`src/hdl/mscr_pkg.sv`:
```
// Package of constants for the metering configuration register bank
package mscr_pkg;
  // ==========================================================================
  // Special-function register addresses
  localparam logic [7:0]  SFR_PORT0_DATA  = 8'h80;
  localparam logic [7:0]  SFR_PORT1_DATA  = 8'h90;
  localparam logic [7:0]  SFR_PORT1_DIR   = 8'h91;
  localparam logic [7:0]  SFR_FLASH_ERASE = 8'h94;
  localparam logic [7:0]  SFR_EE_DATA     = 8'h9e;
  localparam logic [7:0]  SFR_EE_CTRL     = 8'h9f;
  localparam logic [7:0]  SFR_PORT2_DATA  = 8'ha0;
  localparam logic [7:0]  SFR_PORT2_DIR   = 8'ha1;
  localparam logic [7:0]  SFR_PORT0_DIR   = 8'ha2;
  localparam logic [7:0]  SFR_FLASH_CTRL  = 8'hb2;
  localparam logic [7:0]  SFR_FLASH_PAGE  = 8'hb7;
  localparam logic [7:0]  SFR_INT_FLAGS   = 8'he8;
  localparam logic [7:0]  SFR_INT_BITS    = 8'hf8;
  // ==========================================================================
  // External window addresses
  localparam logic [15:0] XA_ENGINE0  = 16'h2000;
  localparam logic [15:0] XA_ENGINE2  = 16'h2002;
  localparam logic [15:0] XA_COMP     = 16'h2003;
  localparam logic [15:0] XA_CONFIG0  = 16'h2004;
  localparam logic [15:0] XA_CONFIG1  = 16'h2005;
  localparam logic [15:0] XA_LCDX     = 16'h2020;
  localparam logic [15:0] XA_ENGINE3  = 16'h20a8;
  // ==========================================================================
  // Storage masks: a zero bit has no flip-flop and reads zero
  localparam logic [7:0]  MASK_PORT0     = 8'hf7;
  localparam logic [7:0]  MASK_PORT0_DIR = 8'hf6;
  localparam logic [7:0]  MASK_PORT1     = 8'hcf;
  localparam logic [7:0]  MASK_PORT2_L   = 8'h03;
  localparam logic [7:0]  MASK_PORT2_Q   = 8'h38;
  localparam logic [7:0]  MASK_FLASH_CTL = 8'h03;
  localparam logic [7:0]  MASK_FLASH_PG  = 8'hfe;
  localparam logic [7:0]  MASK_ENGINE0   = 8'h10;
  localparam logic [7:0]  MASK_ENGINE2   = 8'h30;
  localparam logic [7:0]  MASK_CONFIG0   = 8'h30;
  localparam logic [7:0]  MASK_CONFIG1   = 8'h08;
  localparam logic [7:0]  MASK_LCDX      = 8'h40;
  localparam logic [7:0]  MASK_ENGINE3   = 8'h1f;
  // ==========================================================================
  // Field positions
  localparam int          BIT_ENGINE_EN  = 4;
  localparam int          BIT_CONV_EN    = 3;
  localparam int          BIT_BATT       = 6;
  localparam int          BIT_COMP       = 0;
  localparam int          LSB_CHOP       = 4;
  localparam int          LSB_CKOUT      = 4;
  localparam int          LOC_W          = 5;
  localparam logic [4:0]  LOC_RESET      = 5'h1f;
  localparam int          LOC_SHIFT      = 10;
  // ==========================================================================
  // Modes
  typedef enum logic [1:0] {
    CHOP_AUTO = 2'h0, CHOP_POS = 2'h1, CHOP_REV = 2'h2, CHOP_TOG = 2'h3
  } mscr_chop_t;
  typedef enum logic [1:0] {
    CK_LCD_SEGMENT_19 = 2'h0, CK_FILTER = 2'h1, CK_RSV2 = 2'h2, CK_RSV3 = 2'h3
  } mscr_ckout_t;
endpackage

```
`src/hdl/mscr_sync.sv`:
```
// Two-flop synchroniser for pin-side levels
`timescale 1ns/1ns
`default_nettype none
module mscr_sync #(
  parameter int W = 1
) (
  input  wire logic         i_clk,
  input  wire logic         i_resetn,
  input  wire logic [W-1:0] i_d,
  output logic      [W-1:0] o_q
);
  logic [W-1:0] s1_reg;
  logic [W-1:0] s2_reg;
  always_ff @(posedge i_clk or negedge i_resetn)
  begin
    if (!i_resetn)
    begin
      s1_reg <= '0;
      s2_reg <= '0;
    end
    else
    begin
      s1_reg <= i_d;
      s2_reg <= s1_reg;
    end
  end
  assign o_q = s2_reg;
endmodule
`default_nettype wire

```
`src/hdl/mscr_chop.sv`:
```
// Bandgap chop state machine stepped by the mux sync pulse
`timescale 1ns/1ns
`default_nettype none
module mscr_chop (
  input  wire logic       i_clk,
  input  wire logic       i_resetn,
  input  wire logic       i_sync,
  input  wire logic       i_acc_end,
  input  wire logic [1:0] i_mode,
  output logic            o_chop
);
  logic sync_d_reg;
  logic chop_reg;
  logic chop_next;
  logic rise;
  assign rise = i_sync & ~sync_d_reg;
  always_comb
  begin
    chop_next = chop_reg;
    if (rise)
    begin
      case (mscr_pkg::mscr_chop_t'(i_mode))
        mscr_pkg::CHOP_POS:  chop_next = 1'b0;
        mscr_pkg::CHOP_REV:  chop_next = 1'b1;
        mscr_pkg::CHOP_TOG:  chop_next = ~chop_reg;
        mscr_pkg::CHOP_AUTO: chop_next = i_acc_end ? chop_reg : ~chop_reg;
        default:             chop_next = chop_reg;
      endcase
    end
  end
  always_ff @(posedge i_clk or negedge i_resetn)
  begin
    if (!i_resetn)
    begin
      sync_d_reg <= 1'b0;
      chop_reg   <= 1'b0;
    end
    else
    begin
      sync_d_reg <= i_sync;
      chop_reg   <= chop_next;
    end
  end
  assign o_chop = chop_reg;
  property p_chop_pos;
    @(posedge i_clk) disable iff (!i_resetn)
    (rise && i_mode == 2'h1) |=> !o_chop;
  endproperty
  a_chop_pos: assert property (p_chop_pos) else $error("chop not positive");
  property p_chop_rev;
    @(posedge i_clk) disable iff (!i_resetn)
    (rise && i_mode == 2'h2) |=> o_chop;
  endproperty
  a_chop_rev: assert property (p_chop_rev) else $error("chop not reversed");
  property p_chop_tog;
    @(posedge i_clk) disable iff (!i_resetn)
    (rise && i_mode == 2'h3) |=> (o_chop != $past(o_chop));
  endproperty
  a_chop_tog: assert property (p_chop_tog) else $error("chop not toggled");
  property p_chop_hold;
    @(posedge i_clk) disable iff (!i_resetn)
    (rise && i_mode == 2'h0 && i_acc_end) |=> $stable(o_chop);
  endproperty
  a_chop_hold: assert property (p_chop_hold) else $error("chop moved at end");
endmodule
`default_nettype wire

```
`src/hdl/mscr_top.sv`:
```
// Configuration and status register bank of the metering chip
`timescale 1ns/1ns
`default_nettype none
module mscr_top #(
  parameter bit LARGE_PKG = 1'b1
) (
  input  wire logic        i_clk,
  input  wire logic        i_resetn,
  input  wire logic [7:0]  i_sfr_addr,
  input  wire logic        i_sfr_wr,
  input  wire logic        i_sfr_rd,
  input  wire logic [7:0]  i_sfr_wdata,
  output logic      [7:0]  o_sfr_rdata,
  input  wire logic [15:0] i_xa_addr,
  input  wire logic        i_xa_wr,
  input  wire logic        i_xa_rd,
  input  wire logic [7:0]  i_xa_wdata,
  output logic      [7:0]  o_xa_rdata,
  input  wire logic [7:0]  i_int_set,
  input  wire logic [6:0]  i_int_bits,
  input  wire logic        i_comp_pin,
  input  wire logic        i_mux_sync,
  input  wire logic        i_acc_end,
  input  wire logic [7:0]  i_gpio_sel,
  input  wire logic [7:0]  i_p0_pin,
  input  wire logic [7:0]  i_p1_pin,
  input  wire logic [7:0]  i_p2_pin,
  output logic      [7:0]  o_p0_out,
  output logic      [7:0]  o_p0_oe,
  output logic      [7:0]  o_p1_out,
  output logic      [7:0]  o_p1_oe,
  output logic      [7:0]  o_p2_out,
  output logic      [7:0]  o_p2_oe,
  output logic             o_conv_enable,
  output logic             o_conv_bias_on,
  output logic             o_engine_enable,
  output logic      [14:0] o_engine_start,
  output logic             o_batt_load,
  output logic             o_batt_to_conv,
  output logic             o_chop,
  output logic      [1:0]  o_test_clock_out_select,
  output logic             o_test_clk_is_filter,
  output logic             o_test_clk_is_lcd_segment_19,
  output logic      [7:0]  o_flash_erase,
  output logic      [7:0]  o_flash_ctrl,
  output logic      [7:0]  o_flash_page,
  output logic      [7:0]  o_eeprom_data,
  output logic      [7:0]  o_eeprom_ctrl
);
  // ==========================================================================
  // Package-dependent mask for port 2
  localparam logic [7:0] MASK_P2 = LARGE_PKG ? (mscr_pkg::MASK_PORT2_L | mscr_pkg::MASK_PORT2_Q)
                                             : mscr_pkg::MASK_PORT2_L;
  // ==========================================================================
  // Pin synchronisers
  logic        comp_s;
  logic [23:0] pins_s;
  logic [23:0] pins_raw;
  assign pins_raw = {i_p2_pin, i_p1_pin, i_p0_pin};
  mscr_sync #(.W(1)) u_sync_comp (
    .i_clk    (i_clk),
    .i_resetn (i_resetn),
    .i_d      (i_comp_pin),
    .o_q      (comp_s)
  );
  mscr_sync #(.W(24)) u_sync_pins (
    .i_clk    (i_clk),
    .i_resetn (i_resetn),
    .i_d      (pins_raw),
    .o_q      (pins_s)
  );
  // ==========================================================================
  // Register state
  logic [7:0] p0_reg, p0_next, p0d_reg, p0d_next;
  logic [7:0] p1_reg, p1_next, p1d_reg, p1d_next;
  logic [7:0] p2_reg, p2_next, p2d_reg, p2d_next;
  logic [7:0] er_reg, er_next, eed_reg, eed_next, eec_reg, eec_next;
  logic [7:0] fc_reg, fc_next, fp_reg, fp_next, if_reg, if_next;
  logic [7:0] e0_reg, e0_next, e2_reg, e2_next, c0_reg, c0_next;
  logic [7:0] c1_reg, c1_next, lx_reg, lx_next, e3_reg, e3_next;
  logic [7:0] srd_next, xrd_next;
  logic [7:0] srd_reg, xrd_reg;
  logic       ck19_reg, ck19_next, ckfir_reg, ckfir_next;
  // Only stored bits take the write; others stay zero
  function automatic logic [7:0] wr_bits(input logic [7:0] cur, input logic [7:0] d, input logic [7:0] m);
    wr_bits = (d & m) | (cur & ~m);
  endfunction
  function automatic logic sfr_hit(input logic [7:0] a, input logic [7:0] r, input logic w);
    sfr_hit = w && (a == r);
  endfunction
  always_comb
  begin
    p0_next = p0_reg; p0d_next = p0d_reg; p1_next = p1_reg; p1d_next = p1d_reg;
    p2_next = p2_reg; p2d_next = p2d_reg; er_next = er_reg; eed_next = eed_reg;
    eec_next = eec_reg; fc_next = fc_reg; fp_next = fp_reg;
    e0_next = e0_reg; e2_next = e2_reg; c0_next = c0_reg; c1_next = c1_reg;
    lx_next = lx_reg; e3_next = e3_reg;
    // Hardware sets win over a software clear in the same cycle
    if_next = if_reg;
    if (sfr_hit(i_sfr_addr, mscr_pkg::SFR_INT_FLAGS, i_sfr_wr))
      if_next = i_sfr_wdata;
    if_next = if_next | i_int_set;
    // SFR space writes, effective on this edge
    if (sfr_hit(i_sfr_addr, mscr_pkg::SFR_PORT0_DATA, i_sfr_wr))  p0_next  = wr_bits(p0_reg, i_sfr_wdata, mscr_pkg::MASK_PORT0);
    if (sfr_hit(i_sfr_addr, mscr_pkg::SFR_PORT0_DIR, i_sfr_wr))   p0d_next = wr_bits(p0d_reg, i_sfr_wdata, mscr_pkg::MASK_PORT0_DIR);
    if (sfr_hit(i_sfr_addr, mscr_pkg::SFR_PORT1_DATA, i_sfr_wr))  p1_next  = wr_bits(p1_reg, i_sfr_wdata, mscr_pkg::MASK_PORT1);
    if (sfr_hit(i_sfr_addr, mscr_pkg::SFR_PORT1_DIR, i_sfr_wr))   p1d_next = wr_bits(p1d_reg, i_sfr_wdata, mscr_pkg::MASK_PORT1);
    if (sfr_hit(i_sfr_addr, mscr_pkg::SFR_PORT2_DATA, i_sfr_wr))  p2_next  = wr_bits(p2_reg, i_sfr_wdata, MASK_P2);
    if (sfr_hit(i_sfr_addr, mscr_pkg::SFR_PORT2_DIR, i_sfr_wr))   p2d_next = wr_bits(p2d_reg, i_sfr_wdata, MASK_P2);
    if (sfr_hit(i_sfr_addr, mscr_pkg::SFR_FLASH_ERASE, i_sfr_wr)) er_next  = i_sfr_wdata;
    if (sfr_hit(i_sfr_addr, mscr_pkg::SFR_EE_DATA, i_sfr_wr))     eed_next = i_sfr_wdata;
    if (sfr_hit(i_sfr_addr, mscr_pkg::SFR_EE_CTRL, i_sfr_wr))     eec_next = i_sfr_wdata;
    if (sfr_hit(i_sfr_addr, mscr_pkg::SFR_FLASH_CTRL, i_sfr_wr))  fc_next  = wr_bits(fc_reg, i_sfr_wdata, mscr_pkg::MASK_FLASH_CTL);
    if (sfr_hit(i_sfr_addr, mscr_pkg::SFR_FLASH_PAGE, i_sfr_wr))  fp_next  = wr_bits(fp_reg, i_sfr_wdata, mscr_pkg::MASK_FLASH_PG);
    // External window writes
    if (i_xa_wr)
    begin
      case (i_xa_addr)
        mscr_pkg::XA_ENGINE0: e0_next = wr_bits(e0_reg, i_xa_wdata, mscr_pkg::MASK_ENGINE0);
        mscr_pkg::XA_ENGINE2: e2_next = wr_bits(e2_reg, i_xa_wdata, mscr_pkg::MASK_ENGINE2);
        mscr_pkg::XA_CONFIG0: c0_next = wr_bits(c0_reg, i_xa_wdata, mscr_pkg::MASK_CONFIG0);
        mscr_pkg::XA_CONFIG1: c1_next = wr_bits(c1_reg, i_xa_wdata, mscr_pkg::MASK_CONFIG1);
        mscr_pkg::XA_LCDX:    lx_next = wr_bits(lx_reg, i_xa_wdata, mscr_pkg::MASK_LCDX);
        mscr_pkg::XA_ENGINE3: e3_next = wr_bits(e3_reg, i_xa_wdata, mscr_pkg::MASK_ENGINE3);
        default:              e0_next = e0_reg;
      endcase
    end
    // Decoded from the next select so the flags are flip-flops in step with it
    ck19_next  = (c0_next[mscr_pkg::LSB_CKOUT +: 2] == mscr_pkg::CK_LCD_SEGMENT_19);
    ckfir_next = (c0_next[mscr_pkg::LSB_CKOUT +: 2] == mscr_pkg::CK_FILTER);
  end
  // ==========================================================================
  // Read paths; status bits come live, unstored positions return zero
  always_comb
  begin
    srd_next = 8'h00;
    if (i_sfr_rd)
    begin
      case (i_sfr_addr)
        mscr_pkg::SFR_PORT0_DATA:  srd_next = ((p0_reg & p0d_reg) | (pins_s[7:0] & ~p0d_reg)) & mscr_pkg::MASK_PORT0;
        mscr_pkg::SFR_PORT0_DIR:   srd_next = p0d_reg;
        mscr_pkg::SFR_PORT1_DATA:  srd_next = ((p1_reg & p1d_reg) | (pins_s[15:8] & ~p1d_reg)) & mscr_pkg::MASK_PORT1;
        mscr_pkg::SFR_PORT1_DIR:   srd_next = p1d_reg;
        mscr_pkg::SFR_PORT2_DATA:  srd_next = ((p2_reg & p2d_reg) | (pins_s[23:16] & ~p2d_reg)) & MASK_P2;
        mscr_pkg::SFR_PORT2_DIR:   srd_next = p2d_reg;
        mscr_pkg::SFR_FLASH_ERASE: srd_next = er_reg;
        mscr_pkg::SFR_EE_DATA:     srd_next = eed_reg;
        mscr_pkg::SFR_EE_CTRL:     srd_next = eec_reg;
        mscr_pkg::SFR_FLASH_CTRL:  srd_next = fc_reg;
        mscr_pkg::SFR_FLASH_PAGE:  srd_next = fp_reg;
        mscr_pkg::SFR_INT_FLAGS:   srd_next = if_reg;
        mscr_pkg::SFR_INT_BITS:    srd_next = {1'b0, i_int_bits};
        default:                   srd_next = 8'h00;
      endcase
    end
  end
  always_comb
  begin
    xrd_next = 8'h00;
    if (i_xa_rd)
    begin
      case (i_xa_addr)
        mscr_pkg::XA_ENGINE0: xrd_next = e0_reg;
        mscr_pkg::XA_ENGINE2: xrd_next = e2_reg;
        mscr_pkg::XA_COMP:    xrd_next = {7'h00, comp_s};
        mscr_pkg::XA_CONFIG0: xrd_next = c0_reg;
        mscr_pkg::XA_CONFIG1: xrd_next = c1_reg;
        mscr_pkg::XA_LCDX:    xrd_next = lx_reg;
        mscr_pkg::XA_ENGINE3: xrd_next = e3_reg;
        default:              xrd_next = 8'h00;
      endcase
    end
  end
  // ==========================================================================
  // Registers; all control state has a defined reset value
  always_ff @(posedge i_clk or negedge i_resetn)
  begin
    if (!i_resetn)
    begin
      p0_reg <= 8'h00; p0d_reg <= 8'h00; p1_reg <= 8'h00; p1d_reg <= 8'h00;
      p2_reg <= 8'h00; p2d_reg <= 8'h00; er_reg <= 8'h00; eed_reg <= 8'h00;
      eec_reg <= 8'h00; fc_reg <= 8'h00; fp_reg <= 8'h00; if_reg <= 8'h00;
      e0_reg <= 8'h00; e2_reg <= 8'h00; c0_reg <= 8'h00;
      c1_reg <= 8'h00;
      lx_reg <= 8'h00;
      e3_reg <= {3'h0, mscr_pkg::LOC_RESET};
      srd_reg <= 8'h00; xrd_reg <= 8'h00;
      ck19_reg <= 1'b1;
      ckfir_reg <= 1'b0;
    end
    else
    begin
      p0_reg <= p0_next; p0d_reg <= p0d_next; p1_reg <= p1_next; p1d_reg <= p1d_next;
      p2_reg <= p2_next; p2d_reg <= p2d_next; er_reg <= er_next; eed_reg <= eed_next;
      eec_reg <= eec_next; fc_reg <= fc_next; fp_reg <= fp_next; if_reg <= if_next;
      e0_reg <= e0_next; e2_reg <= e2_next; c0_reg <= c0_next; c1_reg <= c1_next;
      lx_reg <= lx_next; e3_reg <= e3_next; srd_reg <= srd_next; xrd_reg <= xrd_next;
      ck19_reg <= ck19_next;
      ckfir_reg <= ckfir_next;
    end
  end
  // ==========================================================================
  // Chop control
  mscr_chop u_chop (
    .i_clk     (i_clk),
    .i_resetn  (i_resetn),
    .i_sync    (i_mux_sync),
    .i_acc_end (i_acc_end),
    .i_mode    (e2_reg[mscr_pkg::LSB_CHOP +: 2]),
    .o_chop    (o_chop)
  );
  // ==========================================================================
  // Outputs, all straight from flip-flops
  assign o_sfr_rdata = srd_reg;
  assign o_xa_rdata  = xrd_reg;
  // One means drive; every port pin counts as general-purpose here
  assign o_p0_out = p0_reg;
  assign o_p1_out = p1_reg;
  assign o_p2_out = p2_reg;
  assign o_p0_oe  = p0d_reg;
  assign o_p1_oe  = p1d_reg;
  assign o_p2_oe  = p2d_reg;
  logic unused_sel;
  assign unused_sel = ^i_gpio_sel;
  assign o_conv_enable   = c1_reg[mscr_pkg::BIT_CONV_EN];
  assign o_conv_bias_on  = c1_reg[mscr_pkg::BIT_CONV_EN];
  assign o_engine_enable = e0_reg[mscr_pkg::BIT_ENGINE_EN];
  // Start address is location times 1024, a plain shift
  assign o_engine_start  = {e3_reg[mscr_pkg::LOC_W-1:0], {mscr_pkg::LOC_SHIFT{1'b0}}};
  assign o_batt_load     = lx_reg[mscr_pkg::BIT_BATT];
  assign o_batt_to_conv  = lx_reg[mscr_pkg::BIT_BATT];
  assign o_test_clock_out_select = c0_reg[mscr_pkg::LSB_CKOUT +: 2];
  assign o_test_clk_is_lcd_segment_19  = ck19_reg;
  assign o_test_clk_is_filter = ckfir_reg;
  assign o_flash_erase = er_reg;
  assign o_flash_ctrl  = fc_reg;
  assign o_flash_page  = fp_reg;
  assign o_eeprom_data = eed_reg;
  assign o_eeprom_ctrl = eec_reg;
  // ==========================================================================
  // Checks
  property p_unused_zero;
    @(posedge i_clk) disable iff (!i_resetn)
    (i_sfr_rd && i_sfr_addr == 8'hb2) |=> (o_sfr_rdata[7:2] == 6'h00);
  endproperty
  a_unused_zero: assert property (p_unused_zero) else $error("unused bits read nonzero");
  property p_wo_zero;
    @(posedge i_clk) disable iff (!i_resetn)
    (i_xa_rd && i_xa_addr == 16'h2001) |=> (o_xa_rdata == 8'h00);
  endproperty
  a_wo_zero: assert property (p_wo_zero) else $error("unmapped read nonzero");
  property p_wr_visible;
    @(posedge i_clk) disable iff (!i_resetn)
    (i_xa_wr && i_xa_addr == 16'h20a8) ##1 (i_xa_rd && i_xa_addr == 16'h20a8 && !i_xa_wr)
      |=> (o_xa_rdata == ($past(i_xa_wdata, 2) & 8'h1f));
  endproperty
  a_wr_visible: assert property (p_wr_visible) else $error("write not visible");
  property p_start_addr;
    @(posedge i_clk) disable iff (!i_resetn)
    (o_engine_start == 15'(e3_reg[4:0]) * 15'd1024);
  endproperty
  a_start_addr: assert property (p_start_addr) else $error("engine start wrong");
  property p_flag_set_wins;
    @(posedge i_clk) disable iff (!i_resetn)
    (i_int_set != 8'h00) |=> ((o_sfr_rdata | if_reg) & $past(i_int_set)) == $past(i_int_set);
  endproperty
  a_flag_set_wins: assert property (p_flag_set_wins) else $error("flag set lost");
  property p_bias;
    @(posedge i_clk) disable iff (!i_resetn)
    !o_conv_enable |-> !o_conv_bias_on;
  endproperty
  a_bias: assert property (p_bias) else $error("bias on while converter off");
  property p_batt;
    @(posedge i_clk) disable iff (!i_resetn)
    (i_xa_wr && i_xa_addr == 16'h2020 && i_xa_wdata[6]) |=> (o_batt_load && o_batt_to_conv);
  endproperty
  a_batt: assert property (p_batt) else $error("battery measure not applied");
  property p_p2_small;
    @(posedge i_clk) disable iff (!i_resetn)
    !LARGE_PKG |-> (o_p2_oe[5:3] == 3'h0);
  endproperty
  a_p2_small: assert property (p_p2_small) else $error("port 2 upper bits on small package");
  property p_comp;
    @(posedge i_clk) disable iff (!i_resetn)
    (i_xa_rd && i_xa_addr == 16'h2003) |=> (o_xa_rdata[0] == $past(comp_s) && o_xa_rdata[7:1] == 7'h00);
  endproperty
  a_comp: assert property (p_comp) else $error("comparator status wrong");
  c_engine_on: cover property (@(posedge i_clk) disable iff (!i_resetn) $rose(o_engine_enable));
  c_batt_on:   cover property (@(posedge i_clk) disable iff (!i_resetn) $rose(o_batt_load));
  c_chop_rev:  cover property (@(posedge i_clk) disable iff (!i_resetn) $rose(o_chop));
endmodule
`default_nettype wire

```
`config.mk`:
```
export PLATFORM = sky130hd
export DESIGN_NAME = mscr_top
export DESIGN_NICKNAME = d
export VERILOG_FILES = /design/src/hdl/mscr_pkg.sv /design/src/hdl/mscr_sync.sv /design/src/hdl/mscr_chop.sv /design/src/hdl/mscr_top.sv
export SDC_FILE = /design/constraint.sdc
export NUM_CORES = 1
export LEC_CHECK = 0
export BUFFER_PORTS_ARGS = -buffer_cell sky130_fd_sc_hd__buf_4
export CAP_MARGIN = 0
export CORE_ASPECT_RATIO = 1.25
export CORE_MARGIN = 5
export CORE_UTILIZATION = 45
export DETAILED_ROUTE_END_ITERATION = 7
export GPL_TIMING_DRIVEN = 0
export MAX_ROUTING_LAYER = met4
export PLACE_DENSITY_LB_ADDON = 0.05
export SLEW_MARGIN = 10
export SYNTH_ARGS = -nofsm -noshare
export SYNTH_HDL_FRONTEND = slang
export SYNTH_SLANG_ARGS = --single-unit
```
`constraint.sdc`:
```
create_clock -name i_clk -period 1.1 [get_ports i_clk]
set_input_delay 0.22 -clock i_clk [delete_from_list [all_inputs] [get_ports i_clk]]
set_output_delay 0.22 -clock i_clk [all_outputs]
set_load 0.02 [all_outputs]
```
==> summary.md <==
| Metric | Value |
|---|---|
| Outcome | finished with violations |
| Failing checks | hold timing, setup timing |
| Residual DRC | 0 |
| Mapped cell area | ~0.0065 mm2 |
| CTS tree | done |
| Worst-Margin Slew | 693 ps |
| H-tree levels | 4 |
| Placed cell count | 897 |
| GP Congestion | 0.919 |
| Hold Worst Slack | -290 ps |
| Synth Area per Inst | 12.6 um2 |
| Antenna Cells | 0 |
| First-pass GRT wire length | 33,000 um |
| Final Critical Period | between 1000 and 1500 ps |
| Die width | 117 um |
| Later-pin clock latency in the skew report | 420 ps |
| DRT antenna net count | 0 |
| Grt ovf | 0 |
| IO buf count | 175 |
| Top FF cell, synth | dfrtp_1 |
| Post-CTS Hold Buffers | 28 |
| Clk_skew | 8.90 ps |
| Cts bufs inserted | 17 |
| Synth Register Bits | 146 |
| Met3 wire length | 1410 um |
| Critical Path AT | about 1700 ps |
| Area growth syn-to-layout | 72.2% |
| CP Launch Type | input port |
| Critical path class | input port to flip-flop |
| Synth top area cells | dfrtp_1 (54%), mux2_2 (14%), buf_4 (4.1%), mux2i_1 (2.5%), dfstp_2 (2.4%) |
| Lkg Pwr | between 5 and 6 nW |
| Area of the core | 0.0143 mm2 |
| HP Class | input port to asynchronous set/reset pin |
| Slew Viols, Final | 0 |
| Avg WL per Cell | 20.6 um |
| Via density per instance | approximately 5.3 |
| Yosys top cell by area | dfrtp_1 |
| Number of antenna violations at the first check in global routing | 0 |
| Top layer used by detailed routing | met4 |
| Endpoints failing hold | 58 |
| Mapped Cells | 513 |
| Die area | 0.0169 mm2 |
| Synth top area share | between 50% and 60% |
| Max cap viols | 0 |
| Layout net count | 963 |
| Root Driver | clkbuf_16 |
| Total track usage | 26.8% |
| IO Count | 225 |
| Period utilisation layout | 123% |
| RSZ-0062 raised after global routing | true |
| Setup_tns | -17,440 ps |
| Asr flop ratio synth | 100% |
| Post-DP HPWL | about 14,000 um |
| Routed WL | 21,700 um |
| Via count | 5,581 |
| Peak supply drop | 0.921 mV |
| Vias in the first global route | between 5,000 and 6,000 |
| Max Fclk | 0.740 GHz |
| Yosys cell types | 56 |
| Post-synth EDFFs | 0 |
| # setup viols final | 181 |
| Clock transition at path regs | 60 ps |
| Number of synthesis warnings | 0 |
| Largest net degree at the start of global routing | 89 |
| Finished Layout Cells | 1,055 |
| Setup ws final | -251 ps |
| Req. time, crit path | 1400 ps |
| Post-synthesis sequential area ratio | 56.5% |
| Worst slew margin | 53.8% |
| Drt pass-1 iters | 5 |
| Max clock buf depth | 2 |
| Initial Utilization | roughly 45% |
| Site Rows | 49 |
| Initial DRC count | 281 |
| Pwr dens | 1250 mW/mm2 |
| Max FO, Critical Path | 8 |
| Crit end category | flip-flop |
| Die Span Y | 144 um |
| WL met2 | 11,500 um |
| M1 WL | 8090 um |
| Clk sinks | 146 |
| Layout cell share with drive strength beyond 1 | 60.1% |
synth_stat cells, types with 3 or more instances:
master / n
dfrtp_1: 140
mux2_2: 83
buf_4: 35
nand2_1: 26
nor2_1: 18
mux2i_1: 16
nand3_1: 15
o21ai_0: 12
and3_1: 11
a21oi_1: 10
a211o_1: 8
a211oi_1: 8
a31oi_1: 8
buf_2: 8
nor2b_1: 8
inv_1: 7
a21o_1: 6
a22oi_1: 6
clkbuf_1: 6
dfstp_2: 6
and2_1: 5
nor3b_1: 5
nor4_1: 5
and4b_1: 4
nand4_1: 4
nor3_1: 4
nor4b_1: 4
o22ai_1: 4
a22o_1: 3
a32oi_1: 3
ha_1: 3
o2bb2ai_1: 3
power breakdown:
group          internal (mW)  switching, mW
combinational           1.02          0.941
sequential              5.58          0.152
clock                   3.92           2.30
per-stage QoR:
| step | power (mW) | area [um2] | utilization (%) | setup WS [ps] | hold WS (ps) |
|---|---|---|---|---|---|
| 2_1_floorplan | 6.49 | 6990 | - | -562 | -75.6 |
| 4_1_cts | 13.9 | 10900 | 76.2 | -241 | -270 |
| 5_1_grt | 14.3 | 11200 | 78.1 | -263 | -257 |
| 6_report | 13.9 | 11200 | 78.1 | -251 | -290 |
| 3_3_place_gp | 7.23 | 8520 | 59.7 | -1020 | 330 |
| 3_5_place_dp | 7.28 | 8560 | 59.9 | -1030 | 176 |
area by class of cell:
class	instances	area (um2)
sequential	146	3660
multi-input combinational	338	3240
inverter	7	26.3
fill	881	3130
clock inverter	12	179
buffer	48	440
timing repair buffer	306	2930
tap	178	223
clock buffer	20	457
critical path, cell delays in order:
cell,delay [ps]
buf_8,110
and4bb_4,350
nand4_1,190
nor2_4,170
and2_4,290
mux2_4,320
logic make-up after synthesis:
group,share of synthesized area (%)
xor gates and xnor gates,0.135
and+or+nand+nor,10.9
DFF,56.5
muxes,16.9
buffers and inverters,5.72
other,0.0579
AOI/OAI and AO/OA,9.14
adders and majority gates,0.580
worst paths after layout:
| kind | from | endpoint | slack (ps) | cells after the start |
|---|---|---|---|---|
| setup / recovery | i_sfr_addr[6] | o_eeprom_data[0] | -250 | 6 |
| hold / removal | i_resetn | o_flash_ctrl[0] | -290 | 1 |
| setup reg to reg | o_p1_oe[6] | o_sfr_rdata[6] | -180 | 4 |
| hold reg to reg | u_sync_pins.s1_reg[16] | u_sync_pins.o_q[16] | 350 | 0 |
| max in group asynchronous | i_resetn | e3_reg[2] | 600 | 2 |
| min in group i_clk | i_xa_wdata[6] | lx_reg[6] | 20 | 2 |
per-layer routing:
layer  GRT usage, %  up-vias
li1               -     2533
met1           30.4     2796
met2           44.9      210
met3           6.53       42
met4           11.4        0
met5              -        -
repair_timing:
action / CTS / global route
endpoints found under the setup margin: 191 / 199
gates resized for setup: 196 / 33
gates cloned: 2 / 0
buffers inserted: 80 / 20
endpoints found under the hold margin: 86 / 58
pin swaps: 41 / 31
placed cells by master (no fill, tap or decap), types with 4 or more instances in the layout:
| cell type | count |
|---|---|
| a211o_1 | 8 |
| a211oi_2 | 7 |
| a21o_1 | 6 |
| a21oi_1 | 8 |
| a22oi_1 | 4 |
| a31oi_1 | 5 |
| and2_4 | 5 |
| and3_1 | 7 |
| and3_4 | 4 |
| buf_12 | 6 |
| buf_4 | 182 |
| buf_6 | 121 |
| buf_8 | 8 |
| bufinv_16 | 4 |
| clkbuf_16 | 18 |
| conb_1 | 31 |
| dfrtp_1 | 138 |
| dfstp_2 | 6 |
| dlygate4sd3_1 | 28 |
| inv_1 | 6 |
| mux2_2 | 59 |
| mux2_4 | 24 |
| mux2i_1 | 14 |
| nand2_1 | 18 |
| nand2_2 | 4 |
| nand2_8 | 4 |
| nand3_1 | 7 |
| nand3_4 | 7 |
| nand4_1 | 4 |
| nor2_1 | 15 |
| nor2b_1 | 7 |
| nor4_4 | 4 |
| nor4b_4 | 4 |
| o21ai_1 | 9 |
Note: power is estimated with default switching activity, not from simulation.
